[src/rtl/fifo_port_pkg.sv]
package fifo_port_pkg;

   localparam int NUM_PORTS = 4;

   // Register byte offsets
   localparam logic [7:0] CELL_VALIDATION_CONTROL_ADDR = 8'h14;
   localparam logic [7:0] MODE_ADDR     = 8'h18;
   localparam logic [7:0] STATUS_ADDR   = 8'h1c;

   // Values after reset
   localparam logic [15:0] CELL_VALIDATION_CONTROL_RESET = 16'h0000;
   localparam logic [15:0] MODE_RESET     = 16'h0000;

   // Field positions
   localparam int SOC_MODE_BIT  = 15;
   localparam int LEN_LSB       = 0;
   localparam int COMPAT_BIT    = 2;
   localparam int FRAME_MAP_BIT = 3;
   localparam int TX_EN_BIT     = 4;
   localparam int RX_EN_BIT     = 5;
   localparam int SOFT_RST_BIT  = 6;

   // Cell length select codes
   localparam logic [1:0] LEN_SEL_53 = 2'h0;
   localparam logic [1:0] LEN_SEL_57 = 2'h1;
   localparam logic [1:0] LEN_SEL_52 = 2'h2;
   localparam logic [1:0] LEN_SEL_48 = 2'h3;

   // Cycle, octet and slot counts
   localparam logic [1:0] TX_SETTLE_CYCLES = 2'h3;
   localparam logic [5:0] INVALID_TAIL     = 6'h05;
   localparam logic [3:0] SLOTS_PER_FRAME  = 4'hc;

   typedef struct packed {
      logic [1:0] port;
      logic       last;
      logic [8:0] data;
   } tx_word_s;

   function automatic logic [5:0] cell_len(input logic [1:0] sel);
      case (sel)
         LEN_SEL_57: cell_len = 6'h39;
         LEN_SEL_52: cell_len = 6'h34;
         LEN_SEL_48: cell_len = 6'h30;
         default:    cell_len = 6'h35;
      endcase
   endfunction

endpackage

[src/rtl/four_port_cell_fifo_interface.sv]
`timescale 1ns/1ps
`default_nettype none
// Functional notes
// Four ports share one transmit and one receive bus, six controls each; code gives each port three (read, write, invalid) plus five shared.
// Cell-bus compatibility mode uses port 0 only.
// Both shared buses carry eight data bits plus parity.
// Transmit read strobes held high during hardware or software reset.
// No read strobes to a port whose active-low empty input is low.
// In 53-octet mode start-of-cell precedes the first octet's read strobe.
// 57-octet frame mapping: frame sync high during first slot of frame.
// Transmit cell sync low on last octet's read strobe, high otherwise.
// Octets captured on rising write strobe; cell length sets pulse count.
// Write into a full receive port drives write-error output low.
// Receive cell sync low during final octet, high otherwise.
// Invalid low on first octet, high on last five if check failed.
// Outside logic discards cells flagged invalid.
// Validation bit 15 turns error and frame sync into start-of-cell marks.
// Start-of-cell marks valid only in 53-octet mode.
// One receive sync marker for ports 0 to 2, another for port 3.
// Flag bus: empties on bits 0 to 3, fulls on bits 4 to 7.
// One read strobe at a time; whole cell before switching ports.
module four_port_cell_fifo_interface #(
   parameter int TX_FIFO_DEPTH = 8
) (
   input  wire logic        CLOCK_IN,
   input  wire logic        SRST_IN,
   input  wire logic [7:0]  REG_ADDR_IN,
   input  wire logic [15:0] REG_WDATA_IN,
   input  wire logic        REG_WR_IN,
   input  wire logic        REG_RD_IN,
   output logic [15:0]      REG_RDATA_OUT,
   input  wire logic [8:0]  TX_CELL_DATA_IN,
   input  wire logic [7:0]  PORT_FLAG_INPUTS_IN,
   output logic [8:0]       RX_CELL_DATA_OUT,
   output logic [16:0]      PORT_STROBE_OUTPUTS_OUT,
   output logic             TX_VALID_OUT,
   output logic [8:0]       TX_DATA_OUT,
   output logic             TX_LAST_OUT,
   output logic [1:0]       TX_PORT_OUT,
   input  wire logic        TX_READY_IN,
   input  wire logic        RX_VALID_IN,
   input  wire logic [8:0]  RX_DATA_IN,
   input  wire logic [3:0]  RX_PORT_MASK_IN,
   input  wire logic        RX_BAD_IN,
   output logic             RX_READY_OUT
);
   typedef enum logic [2:0] {TX_IDLE, TX_START, TX_STROBE, TX_WAIT, TX_PUSH}
      tx_state_e;
   typedef enum logic {RX_IDLE, RX_LOW} rx_state_e;

   // Register file
   logic [15:0] cell_validation_control_q;
   logic [15:0] cell_validation_control_d;
   logic [15:0] mode_q;
   logic [15:0] mode_d;
   logic [15:0] rdata_q;
   logic [15:0] rdata_d;

   // Pin synchronisers
   logic [7:0]  flags_meta_q;
   logic [7:0]  flags_q;
   logic [8:0]  txd_meta_q;
   logic [8:0]  txd_q;

   // Transmit side
   tx_state_e   tx_state_q;
   tx_state_e   tx_state_d;
   logic [1:0]  tx_port_q;
   logic [1:0]  tx_port_d;
   logic [1:0]  rr_q;
   logic [1:0]  rr_d;
   logic [5:0]  tx_cnt_q;
   logic [5:0]  tx_cnt_d;
   logic [1:0]  tx_wait_q;
   logic [1:0]  tx_wait_d;
   logic [3:0]  tx_slot_q;
   logic [3:0]  tx_slot_d;
   logic [3:0]  tx_rd_q;
   logic [3:0]  tx_rd_d;
   logic        tx_sync_q;
   logic        tx_sync_d;
   logic        tx_fs_q;
   logic        tx_fs_d;
   fifo_port_pkg::tx_word_s tx_word_q;
   fifo_port_pkg::tx_word_s tx_word_d;
   fifo_port_pkg::tx_word_s fifo_out;
   logic        tx_push;
   logic        fifo_in_ready;
   logic        fifo_out_valid;
   logic        found;
   logic [1:0]  cand;

   // Receive side
   rx_state_e   rx_state_q;
   rx_state_e   rx_state_d;
   logic [5:0]  rx_cnt_q;
   logic [5:0]  rx_cnt_d;
   logic [3:0]  rx_mask_q;
   logic [3:0]  rx_mask_d;
   logic        rx_bad_q;
   logic        rx_bad_d;
   logic [8:0]  rx_data_q;
   logic [8:0]  rx_data_d;
   logic [3:0]  rx_wr_q;
   logic [3:0]  rx_wr_d;
   logic [3:0]  rx_inv_q;
   logic [3:0]  rx_inv_d;
   logic        rx_sync012_q;
   logic        rx_sync012_d;
   logic        rx_sync3_q;
   logic        rx_sync3_d;
   logic        rx_err_q;
   logic        rx_err_d;
   logic        rx_ready_q;
   logic        rx_ready_d;
   logic [3:0]  mask_cur;
   logic        bad_cur;
   logic        rx_last;

   // Shared mode decode
   logic [5:0]  len;
   logic        soft_rst;
   logic        len53;
   logic        soc_mode;
   logic [3:0]  port_en;

   assign len      = fifo_port_pkg::cell_len(
                        mode_q[fifo_port_pkg::LEN_LSB +: 2]);
   assign soft_rst = mode_q[fifo_port_pkg::SOFT_RST_BIT];
   assign len53    = (mode_q[fifo_port_pkg::LEN_LSB +: 2]
                      == fifo_port_pkg::LEN_SEL_53);
   assign soc_mode = cell_validation_control_q[fifo_port_pkg::SOC_MODE_BIT]
                     && len53;
   assign port_en  = mode_q[fifo_port_pkg::COMPAT_BIT]
                     ? 4'h1 : 4'hf;

   always_comb
   begin
      cell_validation_control_d = cell_validation_control_q;
      mode_d     = mode_q;
      rdata_d    = 16'h0000;
      if (REG_WR_IN)
      begin
         case (REG_ADDR_IN)
            fifo_port_pkg::CELL_VALIDATION_CONTROL_ADDR: cell_validation_control_d = REG_WDATA_IN;
            fifo_port_pkg::MODE_ADDR:     mode_d     = REG_WDATA_IN;
            default:                      ;
         endcase
      end
      if (REG_RD_IN)
      begin
         case (REG_ADDR_IN)
            fifo_port_pkg::CELL_VALIDATION_CONTROL_ADDR: rdata_d = cell_validation_control_q;
            fifo_port_pkg::MODE_ADDR:     rdata_d = mode_q;
            fifo_port_pkg::STATUS_ADDR:
               rdata_d = {4'h0, flags_q, rx_state_q == RX_LOW
                          || rx_cnt_q != '0, tx_state_q != TX_IDLE, tx_port_q};
            default:                      rdata_d = 16'h0000;
         endcase
      end
   end

   // Transmit cell fetch
   always_comb
   begin
      tx_state_d = tx_state_q;
      tx_port_d  = tx_port_q;
      rr_d       = rr_q;
      tx_cnt_d   = tx_cnt_q;
      tx_wait_d  = tx_wait_q;
      tx_slot_d  = tx_slot_q;
      tx_word_d  = tx_word_q;
      tx_push    = 1'b0;
      found      = 1'b0;
      cand       = rr_q;
      // Round robin from the port after the last one served
      for (int i = 1; i <= fifo_port_pkg::NUM_PORTS; i++)
      begin
         if (!found && flags_q[2'(rr_q + 2'(i))]
             && port_en[2'(rr_q + 2'(i))])
         begin
            found = 1'b1;
            cand  = 2'(rr_q + 2'(i));
         end
      end
      case (tx_state_q)
         TX_IDLE:
         begin
            if (found && mode_q[fifo_port_pkg::TX_EN_BIT])
            begin
               tx_port_d  = cand;
               tx_cnt_d   = 6'h00;
               tx_state_d = len53 ? TX_START : TX_STROBE;
            end
         end
         TX_START:  tx_state_d = TX_STROBE;
         TX_STROBE:
         begin
            tx_wait_d  = 2'h0;
            tx_state_d = TX_WAIT;
         end
         TX_WAIT:
         begin
            tx_wait_d = tx_wait_q + 1'b1;
            if (tx_wait_q == fifo_port_pkg::TX_SETTLE_CYCLES - 2'h1)
            begin
               tx_word_d.port = tx_port_q;
               tx_word_d.last = (tx_cnt_q == len - 6'h01);
               tx_word_d.data = txd_q;
               tx_state_d     = TX_PUSH;
            end
         end
         TX_PUSH:
         begin
            tx_push = 1'b1;
            // The full buffer stalls further strobes, so no octet is lost
            if (fifo_in_ready)
            begin
               if (tx_word_q.last)
               begin
                  rr_d       = tx_port_q;
                  tx_slot_d  = (tx_slot_q == fifo_port_pkg::SLOTS_PER_FRAME
                                - 4'h1) ? 4'h0 : tx_slot_q + 4'h1;
                  tx_state_d = TX_IDLE;
               end
               else
               begin
                  tx_cnt_d   = tx_cnt_q + 6'h01;
                  tx_state_d = TX_STROBE;
               end
            end
         end
         default:   tx_state_d = TX_IDLE;
      endcase
      if (soft_rst)
      begin
         tx_state_d = TX_IDLE;
         tx_cnt_d   = 6'h00;
         tx_slot_d  = 4'h0;
      end
      // Strobes follow the next state so they come straight from flops
      tx_rd_d   = 4'hf;
      tx_sync_d = 1'b1;
      if (tx_state_d == TX_STROBE)
      begin
         tx_rd_d[tx_port_d] = 1'b0;
         tx_sync_d = (tx_cnt_d != len - 6'h01);
      end
      if (len53)
      begin
         tx_fs_d = (tx_state_d == TX_START);
      end
      else
      begin
         tx_fs_d = mode_q[fifo_port_pkg::FRAME_MAP_BIT]
                   && (mode_q[fifo_port_pkg::LEN_LSB +: 2]
                       == fifo_port_pkg::LEN_SEL_57)
                   && (tx_state_d != TX_IDLE) && (tx_slot_d == 4'h0);
      end
   end

   // Receive cell write
   always_comb
   begin
      rx_state_d   = rx_state_q;
      rx_cnt_d     = rx_cnt_q;
      rx_mask_d    = rx_mask_q;
      rx_bad_d     = rx_bad_q;
      rx_data_d    = rx_data_q;
      rx_wr_d      = 4'hf;
      rx_inv_d     = 4'h0;
      rx_sync012_d = 1'b1;
      rx_sync3_d   = 1'b1;
      rx_err_d     = !soc_mode;
      mask_cur     = (rx_cnt_q == 6'h00) ? (RX_PORT_MASK_IN & port_en)
                                         : rx_mask_q;
      bad_cur      = (rx_cnt_q == 6'h00) ? RX_BAD_IN : (rx_bad_q | RX_BAD_IN);
      rx_last      = (rx_cnt_q == len - 6'h01);
      case (rx_state_q)
         RX_IDLE:
         begin
            if (RX_VALID_IN && rx_ready_q)
            begin
               rx_mask_d    = mask_cur;
               rx_bad_d     = bad_cur;
               rx_data_d    = RX_DATA_IN;
               rx_wr_d      = ~mask_cur;
               rx_sync012_d = !(rx_last && |mask_cur[2:0]);
               rx_sync3_d   = !(rx_last && mask_cur[3]);
               // Count 0 is never in the tail, so the first octet stays low
               for (int p = 0; p < fifo_port_pkg::NUM_PORTS; p++)
               begin
                  rx_inv_d[p] = mask_cur[p] && bad_cur
                     && (rx_cnt_q >= len - fifo_port_pkg::INVALID_TAIL);
               end
               if (soc_mode)
               begin
                  rx_err_d = (rx_cnt_q == 6'h00);
               end
               else
               begin
                  rx_err_d = !(|(mask_cur & ~flags_q[7:4]));
               end
               rx_state_d = RX_LOW;
            end
         end
         RX_LOW:
         begin
            // Strobe rises here; data stays put until the next accept
            rx_cnt_d   = rx_last ? 6'h00 : rx_cnt_q + 6'h01;
            rx_state_d = RX_IDLE;
         end
         default:      rx_state_d = RX_IDLE;
      endcase
      if (soft_rst)
      begin
         rx_state_d = RX_IDLE;
         rx_cnt_d   = 6'h00;
         rx_wr_d    = 4'hf;
      end
      rx_ready_d = (rx_state_d == RX_IDLE) && !soft_rst
                   && mode_q[fifo_port_pkg::RX_EN_BIT];
   end

   always_ff @(posedge CLOCK_IN)
   begin
      flags_meta_q <= PORT_FLAG_INPUTS_IN;
      flags_q      <= flags_meta_q;
      txd_meta_q   <= TX_CELL_DATA_IN;
      txd_q        <= txd_meta_q;
      if (SRST_IN)
      begin
         cell_validation_control_q   <= fifo_port_pkg::CELL_VALIDATION_CONTROL_RESET;
         mode_q       <= fifo_port_pkg::MODE_RESET;
         rdata_q      <= 16'h0000;
         tx_state_q   <= TX_IDLE;
         tx_port_q    <= 2'h0;
         rr_q         <= 2'h3;
         tx_cnt_q     <= 6'h00;
         tx_wait_q    <= 2'h0;
         tx_slot_q    <= 4'h0;
         tx_word_q    <= '0;
         tx_rd_q      <= 4'hf;
         tx_sync_q    <= 1'b1;
         tx_fs_q      <= 1'b0;
         rx_state_q   <= RX_IDLE;
         rx_cnt_q     <= 6'h00;
         rx_mask_q    <= 4'h0;
         rx_bad_q     <= 1'b0;
         rx_data_q    <= 9'h000;
         rx_wr_q      <= 4'hf;
         rx_inv_q     <= 4'h0;
         rx_sync012_q <= 1'b1;
         rx_sync3_q   <= 1'b1;
         rx_err_q     <= 1'b1;
         rx_ready_q   <= 1'b0;
      end
      else
      begin
         cell_validation_control_q   <= cell_validation_control_d;
         mode_q       <= mode_d;
         rdata_q      <= rdata_d;
         tx_state_q   <= tx_state_d;
         tx_port_q    <= tx_port_d;
         rr_q         <= rr_d;
         tx_cnt_q     <= tx_cnt_d;
         tx_wait_q    <= tx_wait_d;
         tx_slot_q    <= tx_slot_d;
         tx_word_q    <= tx_word_d;
         tx_rd_q      <= tx_rd_d;
         tx_sync_q    <= tx_sync_d;
         tx_fs_q      <= tx_fs_d;
         rx_state_q   <= rx_state_d;
         rx_cnt_q     <= rx_cnt_d;
         rx_mask_q    <= rx_mask_d;
         rx_bad_q     <= rx_bad_d;
         rx_data_q    <= rx_data_d;
         rx_wr_q      <= rx_wr_d;
         rx_inv_q     <= rx_inv_d;
         rx_sync012_q <= rx_sync012_d;
         rx_sync3_q   <= rx_sync3_d;
         rx_err_q     <= rx_err_d;
         rx_ready_q   <= rx_ready_d;
      end
   end

   cell_fifo #(
      .WIDTH ($bits(fifo_port_pkg::tx_word_s)),
      .DEPTH (TX_FIFO_DEPTH)
   ) u_tx_fifo (
      .clk_in        (CLOCK_IN),
      .srst_in       (SRST_IN || soft_rst),
      .in_valid_in   (tx_push),
      .in_ready_out  (fifo_in_ready),
      .in_data_in    (tx_word_q),
      .out_valid_out (fifo_out_valid),
      .out_ready_in  (TX_READY_IN),
      .out_data_out  (fifo_out)
   );

   assign TX_VALID_OUT  = fifo_out_valid;
   assign TX_DATA_OUT   = fifo_out.data;
   assign TX_LAST_OUT   = fifo_out.last;
   assign TX_PORT_OUT   = fifo_out.port;
   assign REG_RDATA_OUT = rdata_q;
   assign RX_READY_OUT  = rx_ready_q;
   assign RX_CELL_DATA_OUT = rx_data_q;
   // Seventeen controls, three per port plus five shared, gathered onto one strobe bus
   assign PORT_STROBE_OUTPUTS_OUT = {tx_fs_q, tx_rd_q, tx_sync_q, rx_err_q,
                                     rx_sync3_q, rx_sync012_q, rx_inv_q,
                                     rx_wr_q};
endmodule
`default_nettype wire

[src/rtl/cell_fifo.sv]
`timescale 1ns/1ps
`default_nettype none
module cell_fifo #(
   parameter int WIDTH = 12,
   parameter int DEPTH = 8
) (
   input  wire logic             clk_in,
   input  wire logic             srst_in,
   input  wire logic             in_valid_in,
   output logic                  in_ready_out,
   input  wire logic [WIDTH-1:0] in_data_in,
   output logic                  out_valid_out,
   input  wire logic             out_ready_in,
   output logic [WIDTH-1:0]      out_data_out
);
   localparam int AW = $clog2(DEPTH);

   logic [WIDTH-1:0] mem_q [DEPTH];
   logic [AW-1:0]    wr_ptr_q;
   logic [AW-1:0]    wr_ptr_d;
   logic [AW-1:0]    rd_ptr_q;
   logic [AW-1:0]    rd_ptr_d;
   logic [AW:0]      count_q;
   logic [AW:0]      count_d;
   logic             push;
   logic             pop;

   assign in_ready_out  = (count_q != (AW+1)'(DEPTH));
   assign out_valid_out = (count_q != '0);
   assign out_data_out  = mem_q[rd_ptr_q];
   assign push = in_valid_in && in_ready_out;
   assign pop  = out_valid_out && out_ready_in;

   always_comb
   begin
      wr_ptr_d = wr_ptr_q;
      rd_ptr_d = rd_ptr_q;
      count_d  = count_q;
      if (push)
      begin
         wr_ptr_d = (wr_ptr_q == AW'(DEPTH-1)) ? '0 : wr_ptr_q + 1'b1;
      end
      if (pop)
      begin
         rd_ptr_d = (rd_ptr_q == AW'(DEPTH-1)) ? '0 : rd_ptr_q + 1'b1;
      end
      if (push && !pop)
      begin
         count_d = count_q + 1'b1;
      end
      else if (pop && !push)
      begin
         count_d = count_q - 1'b1;
      end
   end

   always_ff @(posedge clk_in)
   begin
      if (srst_in)
      begin
         wr_ptr_q <= '0;
         rd_ptr_q <= '0;
         count_q  <= '0;
      end
      else
      begin
         wr_ptr_q <= wr_ptr_d;
         rd_ptr_q <= rd_ptr_d;
         count_q  <= count_d;
      end
   end

   // Storage needs no reset; count gates what is visible
   always_ff @(posedge clk_in)
   begin
      if (push)
      begin
         mem_q[wr_ptr_q] <= in_data_in;
      end
   end
endmodule
`default_nettype wire

[config.mk]
export PLATFORM = sky130hd
export DESIGN_NAME = four_port_cell_fifo_interface
export DESIGN_NICKNAME = d
export VERILOG_FILES = /design/src/rtl/fifo_port_pkg.sv /design/src/rtl/four_port_cell_fifo_interface.sv /design/src/rtl/cell_fifo.sv
export SDC_FILE = /design/constraint.sdc
export NUM_CORES = 1
export LEC_CHECK = 0
export ABC_CLOCK_PERIOD_IN_PS = 2400
export BUFFER_PORTS_ARGS = -buffer_cell sky130_fd_sc_hd__buf_2
export CORE_UTILIZATION = 45
export DETAILED_ROUTE_END_ITERATION = 16
export PLACE_DENSITY = 0.66
export REMOVE_ABC_BUFFERS = 1
export SLEW_MARGIN = 10
export SYNTH_ARGS = -nofsm -noshare
export SYNTH_HDL_FRONTEND = slang
export SYNTH_SLANG_ARGS = --single-unit
export TNS_END_PERCENT = 30
[constraint.sdc]
create_clock -name CLOCK_IN -period 2.4 [get_ports CLOCK_IN]
set_input_delay 0.24 -clock CLOCK_IN [delete_from_list [all_inputs] [get_ports CLOCK_IN]]
set_output_delay 0.24 -clock CLOCK_IN [all_outputs]
set_load 0.005 [all_outputs]
==> results of run 1 <==
==> repair_timing <==
action | in CTS | in global routing
hold buffers | 43 | 0
buffers inserted | 1 | 2
gates cloned | 0 | 0
endpoints found under the hold margin | 57 | 0
gates resized for setup | 6 | 11
setup endpoints to repair | 1 | 14
pin swaps | 0 | 7
==> flip-flops by register name, summed over array words and instances, names as in the netlist, 3 cells and up, named ones only <==
| signal | flops |
|---|---|
| REG_RDATA_OUT | 16 |
| RX_CELL_DATA_OUT | 9 |
| cell_validation_control_q | 16 |
| flags_meta_q | 8 |
| flags_q | 8 |
| mode_q | 16 |
| rx_cnt_q | 6 |
| rx_inv_q | 4 |
| rx_mask_q | 4 |
| rx_wr_q | 4 |
| tx_cnt_q | 6 |
| tx_rd_q | 4 |
| tx_slot_q | 4 |
| tx_state_q | 3 |
| tx_word_q | 12 |
| txd_meta_q | 9 |
| txd_q | 9 |
| u_tx_fifo.count_q | 4 |
| u_tx_fifo.mem_q | 96 |
| u_tx_fifo.rd_ptr_q | 3 |
| u_tx_fifo.wr_ptr_q | 3 |
==> power groups by stage <==
stage                     combinational, mW  clock (mW)  sequential [mW]
after CTS                              1.14        4.40             4.68
after detailed placement               1.05           0             4.77
after floorplan                       0.536           0             4.85
final                                  1.17        4.31             4.68
after global placement                 1.03           0             4.77
after global routing                   1.29        4.60             4.69
==> kinds of logic after synthesis <==
family | after synthesis | synth area share, %
flip-flops | 261 | 59.3
AND/OR/NAND/NOR | 282 | 13.9
XOR/XNOR | 23 | 1.93
buffers and inverters | 63 | 2.79
adder cells (fa/ha/maj) | 24 | 2.95
multiplexers | 94 | 12.2
AO/OA/AOI/OAI | 110 | 6.99
==> worst paths after layout <==
check,endpoint,slack [ns],depth (start not counted)
max,u_tx_fifo.count_q[3],0.03,11
max reg2reg,u_tx_fifo.count_q[3],0.03,11
min,u_tx_fifo.rd_ptr_q[2],0.06,3
min reg2reg,txd_q[5],0.33,0
==> layout make-up <==
| cell class | instances | area (µm²) |
|---|---|---|
| sequential | 261 | 6190 |
| clock buffer | 36 | 761 |
| clock inverter | 12 | 169 |
| fill | 1898 | 9720 |
| timing repair buffer | 211 | 1410 |
| multi-input combinational | 533 | 4030 |
| tap | 285 | 357 |
| inverter | 16 | 65.1 |
==> per-stage QoR <==
step / setup TNS, ns / total power, mW / utilization [%] / std cells
final: 0 / 10.2 / 57.2 / 1354
after floorplan: -3.27 / 5.39 / - / 810
after global placement: 0 / 5.80 / 50.8 / 1260
after global routing: -0.0884 / 10.6 / 57.2 / 1354
after CTS: 0 / 10.2 / 56.9 / 1352
after detailed placement: -0.0282 / 5.82 / 50.8 / 1260
==> layout by cell type, fill, tap and decap left out, drive strengths merged, types with 25 or more instances in the layout <==
cell type | synthesis | routed
edfxtp | 96 | 96
dlygate4sd3 | 0 | 43
nor2 | 99 | 99
clkbuf | 27 | 36
nor3 | 25 | 25
nand2 | 75 | 75
a21oi | 46 | 46
dfxtp | 165 | 165
mux2i | 47 | 47
buf | 20 | 168
==> worst min-delay path, stage by stage <==
cell	delay, ns
buf_2	0.12
nand3_1	0.08
a21oi_1	0.07
==> routing by layer <==
layer	vias to the layer above	wire [µm]	global-route usage, %
met1	3312	10100	24.4
li1	3456	-	-
met3	33	1270	3.75
met2	184	10500	32.6
met4	0	490	5.23
met5	-	0	0
==> impl_summary.md, run 1 <==
Run status
The flow ran to the end, and the final reports show no timing, DRC or antenna violations.

STA
The post-route clock skew is 0.0141 ns. The final worst setup slack is ~0.033 ns. Setup repair after global routing could not meet its margin everywhere. Measured against its own limit, the worst slew margin works out to 30.9%. The post-route worst hold slack is between 0.05 and 0.06 ns. The transition time of the tightest slew-check pin is 1.03 ns. The period utilization is between 90% and 100%. The total count of hold-check failures in the final report is 0.

Static timing analysis puts the maximum clock frequency at 0.422 GHz. The number of pins exceeding their max-slew limit in the final report was 0. Setup violations remaining at the end of the flow were counted as 0. The final critical-path required period is around 2.4 ns.

Finish
With fillers left out, the area of the finished cells amounts to 13,000 µm². The repair_antennas step left the layout with diodes totalling 0. Compared with the post-synthesis result, the final layout area differs by 24.4%. After the last flow step, the layout net total stands at 1,134. The layout cell share with drive strength beyond 1 is 28.5%.

Critical path
The largest individual stage delay along the critical path comes from the cell or4b_4. Tracing the worst setup path back leads to its startpoint at u_tx_fifo.count_q[1]. STA puts the critical path data required time at 2.85 ns.

The number of buffer and inverter instances along the worst setup path is 2. The worst setup path is captured at a flip-flop. The startpoint identified for the worst register-to-register timing path is u_tx_fifo.count_q[1]. Along the worst path, the maximum fanout reaches 3. The highest cell delay on the worst timing path is 0.56 ns. STA classifies the critical path startpoint as a flip-flop. The arrival time at the worst endpoint is around 2.8 ns.

Walking the worst path, the cells encountered are or4b_4 -> nand2_4 -> inv_4 -> ha_4 -> inv_4 -> ha_4 -> a21o_1 -> a21oi_2 -> xnor2_1 -> or3_1 -> a21oi_2. The category of the critical setup timing path is reg -> reg. The critical path's top delay family is simple AND/OR/NAND/NOR gates.

Clocking
The clock latency on the worst-skew pair is 0.52 ns. CTS built an H-tree with a depth of 1. The clock slew at the register clock pins of the worst setup and hold paths is approximately 0.06 ns. The CTS tree is built. The buffer depth of the longest clock path is 3. The number of buffers added by the clock tree synthesis step is 26. The tree built by TritonCTS fans out to 261 sinks. Clock tree synthesis selected as its root buffer the cell clkbuf_16.

Pwr
The power share of the combinational group is a little under an eighth. The worst-case vdd ir drop is 474 µV. The analysis attributes to net switching a power of 2.21 mW. The switching part of the total power is between 20% and 30%. Cell internal power was estimated by the tool at 7.95 mW.

The power density relative to cell area is 783 nW/µm². The part of the power in registers is 46.1%. In this run, the clock network consumes 42.4% of the power. The leakage component of the power is 5.15 nW.

Routing
The via density per instance is 5.16. The first detailed-routing pass took 7 iterations. The number of nets with antenna violations after routing is 0. After detailed routing, the average wire length per cell comes to 16.5 µm. After the first detailed-routing iteration, the DRC count stood at 298. The total detailed-routing wirelength is approximately 22,000 µm. The number of vias after detailed routing is 6,985. For this run, design rule violations remaining after detail routing come to 0.

Logic synthesis
In the post-synthesis netlist, the biggest area contributors are dfxtp_1, edfxtp_1, mux4_2. Among all flip-flop cells after synthesis, the most frequent one is dfxtp_1. The fraction of synthesis flops using an asynchronous set or reset pin is 0%. The library cell with the highest instance count after synthesis is dfxtp_1. The count of different cell masters after synthesis is 71. The number of enable-type register cells in the synthesized netlist is 96. The top cell type by area accounts for 31.6% of the synthesized area. The biggest area contributor in the post-synthesis netlist is dfxtp_1. The number of warnings reported in the yosys synthesis log is 0. Counting flops and latches in the post-synthesis netlist gives 261. The average instance area after synthesis is 12.2 µm². The commonest cells after synthesis are dfxtp_1, nor2_1, edfxtp_1. The portion of the post-synthesis area used by sequential elements is 59.3%. The cell count after synthesis is approximately 860. The synthesized netlist occupies a cell area of around 10,000 µm².

Placed design
Prior to clock tree synthesis, the placed netlist has a worst setup slack of -0.0282 ns. The congestion estimate from routability-driven global placement came to 0.814. Port buffering added 116 buffers.

The standard cell area after detailed placement is 11,500 µm². Detailed placement ended at an HPWL of 14,800 µm.

Min path
In this run the most critical hold path is launched from TX_READY_IN. The path class of the lowest-slack min-delay path is in -> reg.

Floorplan
The number of placed I/O pins is 117. The overall die height is 154 µm. The total number of placement rows is between 50 and 60.

The initial cell density of the core is 46.0%. The area of the placeable core is 22,700 µm². The overall die area is around 24,000 µm². The die extent in x is ~150 µm.

Run
The tool flagged a number of max-cap violations equal to 0.

Global routing
The total global routing track utilization is 19.0%. The total overflow reported by the global router is 0. The initial antenna violation count is 0. The number of global-route vias before repair is 7,092. The wire length of the first global-routing pass is 36,100 µm.

The maximum number of pins on one net before global-route repair is 28.
Note: power is estimated with default switching activity, not from simulation.
==> run 2, diff against run 1 <==
SYNTH_HIERARCHICAL = 1   (was default)
==> impl_summary.md, run 2 <==
STA
Setup repair after global routing could not meet its margin everywhere. The summed negative setup slack over all endpoints is 0 ns. The number of pins exceeding their max-slew limit in the final report was 0. The clock arrives with around 0.011 ns of skew. Hold is met by 0.0423 ns. For the pin with the worst max-slew slack, the measured transition is 0.664 ns.

The period utilization is 97.7%. Setup violations remaining at the end of the flow were counted as 0. The final critical-path required period is 2.35 ns.

Static timing analysis puts the maximum clock frequency at 0.426 GHz. The total count of hold-check failures in the final report was 0. The worst pin sits at a relative slew slack of 55.1%.

Critical path
The endpoint of the lowest-slack register-to-register path is u_tx_fifo/count_q[3]. Following the worst setup path forward leads to its endpoint at u_tx_fifo/count_q[3]. The required time at the endpoint of the critical path is between 2 and 3 ns. The startpoint of the worst-slack reg-to-reg timing path is u_tx_fifo/count_q[1]. Along the worst path, the maximum fanout reaches 3. The critical path is of the reg -> reg type. The number of cells on the worst reg-to-reg path is 10.

The arrival time at the worst endpoint is roughly 2.8 ns. The worst setup path is launched from a flip-flop. STA classifies the critical path endpoint as a flip-flop.

The start point of the critical path is u_tx_fifo/count_q[1]. In this run the register-to-register setup slack is roughly 0.054 ns.

Floorplan
From bottom edge to top edge, the die measures between 150 and 200 µm. Measured along the x axis, the die boundary spans around 150 µm. The floorplan step defined a core boundary enclosing approximately 23,000 µm². The die covers ~24,000 µm². The initial cell density of the core is 46.0%. The number of placed I/O pins is 117.

The total number of placement rows is 55.

Logic synthesis
The count of different cell masters after synthesis is 67. For this run, the number of Yosys warnings is 6. The combinational family with the most area after synthesis is simple AND/OR/NAND/NOR gates.

The number of enable-type register cells in the synthesized netlist is 96. The library cell with the highest instance count after synthesis is dfxtp_1. The synthesized design spends more area on one cell type than any other, namely dfxtp_1. The average instance in the mapped netlist occupies 12.0 µm². The synthesized design devotes to its leading area cell type 31.7% of total area. After synthesis, the cell types taking the most area are dfxtp_1, edfxtp_1, mux4_1. The commonest cells after synthesis are dfxtp_1, nor2_1, edfxtp_1. Of the total synthesized cell area, the portion taken by full adders, half adders and majority gates is 2.96%. Synthesis inferred approximately 260 register bits.

Among all flip-flop cells after synthesis, the most frequent one is dfxtp_1. Summing the areas of all compound-gate instances in the mapped netlist gives 8.45% of the synthesized area. The multiplexer share of the synthesized area is ~12%.

Of the total synthesized cell area, the portion taken by AND, OR, NAND and NOR gates is 12.7%. The fraction of synthesis flops using an asynchronous set or reset pin is 0%. In the synthesized netlist, the number of instances is 867. The cell area that synthesis handed to floorplanning was 10,400 µm².

Summing the sequential cell areas from Yosys gives 59.4% of the chip area. The synthesized-area fraction occupied by xor and xnor cells is approximately 1.5%.

Placed design
The congestion estimate from routability-driven global placement came to a little over 0.8. Input and output buffers added on the ports amount to 116. After legalization and detailed placement, the total HPWL measured 14,900 µm.

Routing
The via density per instance is 5.24. The residual DRC count is 0. The detail route stage leaves a number of antenna-violating nets equal to 0. Summing over every cut layer, the via total after detailed routing is 7,204.

The iteration-0 DRC count of the detailed router is 408. The total detailed-routing wirelength is around 23,000 µm. The wire length per cell is ~16 µm. The number of search-and-repair iterations in the first detailed-routing pass is 4.

Clocking
Clock-pin slew was measured on the worst setup and hold paths at 0.06 ns. CTS saw 261 sinks. The clock tree root buffer cell is clkbuf_16. The buffer depth of the longest clock path is 3.

TritonCTS built the clock tree. The number of H-tree levels is 1. In this run, CTS created clock tree buffers numbering 27. The later pin in the worst-skew pair is clocked with a latency of 0.53 ns.

Finish
The post-route netlist has 25.0% of its cells at a drive strength greater than 1. Leaving out fill and tap cells, the most frequent cells in the layout are dfxtp_1, buf_2, nor2_1, edfxtp_1, nand2_1. The most flop-heavy register is u_tx_fifo/mem_q. The area occupied by multi-input gates is just over 4000 µm². The number of fill cells in the layout is 1,844. For this run, the share of the core covered by cells in the final layout is around 58%.

The layout overhead on the synthesized area is 26.1%. The number of diodes added for antenna fixing is 0. Registers take 6190 µm². The number of nets in the final layout is between 1k and 1.5k. The number of flip-flops under the largest register name is 96. The most frequent standard cell in the layout excluding fill and tap cells is dfxtp_1.

Global routing
The initial antenna violation count is 0. The number of global-route vias before repair is 7,190. The maximum number of pins on one net before global-route repair is 40. The total overflow reported by the global router is 0.

The wire length of the first global-routing pass is 36,300 µm. The total global routing track utilization is about a fifth.

Run status
The flow ran to the end, and the final reports show no timing, DRC or antenna violations.

Run
Across the run, the number of max-cap violations was 0.

Min path
The worst hold path belongs to the class in -> reg.

Pwr
The worst-case IR drop observed on VDD is 629 µV. Power spread over the standard cell area amounts to 782 nW/µm². The leakage component of the power is 5.23 nW.
==> run 2: report_power, final <==
part           total [mW]  internal (mW)  switching [mW]
clock network        4.45           2.78            1.68
registers            4.68           4.63          0.0487
logic                1.14          0.661           0.477
total                10.3           8.07            2.20
==> run 2: worst max-delay path: stages (launching register included) <==
cell and delay [ns]:
dfxtp_2 0.33, or4b_4 0.54, nand2_2 0.09, inv_2 0.05
ha_4 0.16, inv_2 0.07, ha_4 0.22, a21oi_4 0.20
a211oi_4 0.09, a31oi_4 0.15, mux2_2 0.34
==> run 2: logic make-up after synthesis <==
kind of cell,after synthesis
adders and majority gates,24
and+or+nand+nor,277
DFF,261
muxes,85
buffers and inverters,64
AOI/OAI and AO/OA,138
xor gates and xnor gates,18
==> run 2: layout make-up <==
cell class	instances	share of cell area, %
clock buffer	41	6.48
clock inverter	9	1.04
inverter	19	0.543
multi-input combinational	542	30.7
sequential	261	47.2
tap	285	2.72
timing repair buffer	218	11.4
==> run 2: worst min-delay path by stage <==
stage,from,end,slack [ns],cells after the start
2_1_floorplan,PORT_FLAG_INPUTS_IN[0],flags_meta_q[0],0.27,0
3_3_place_gp,flags_meta_q[6],flags_q[6],0.31,0
3_5_place_dp,txd_meta_q[2],txd_q[2],0.31,0
4_1_cts,TX_READY_IN,u_tx_fifo/rd_ptr_q[2],0.01,3
5_1_grt,TX_READY_IN,flip-flop,0.05,3
6_report,TX_READY_IN,u_tx_fifo/rd_ptr_q[2],0.04,3
==> run 2: per-stage QoR <==
| stage | instances | cell area, µm² | power [mW] | setup slack (ns) |
|---|---|---|---|---|
| CTS | 1373 | 13000 | 10.3 | 0.0136 |
| global placement | 1280 | 11600 | 5.69 | -0.0236 |
| global route | 1375 | 13100 | 10.7 | -0.000274 |
| finish | 1375 | 13100 | 10.3 | 0.0544 |
| detailed placement | 1280 | 11600 | 5.70 | -0.136 |
| floorplan | 822 | 10200 | 5.30 | -0.539 |
==> run 2: timing repair <==
item	CTS	global route
endpoints found under the setup margin	1	9
resized for setup	10	15
pin swaps	1	6
buffers inserted	0	1
gates cloned	0	1
hold endpoints to repair	59	0
hold buffers	43	0
==> run 2: routing by layer <==
layer  track usage [%]  part of all wire (%)  up-vias
met1              23.6                    43     3446
met3              3.41                   4.6       31
met4              4.05                   1.5        0
met5                 0                     0        -
met2              34.7                    51      145
li1                  -                     -     3582
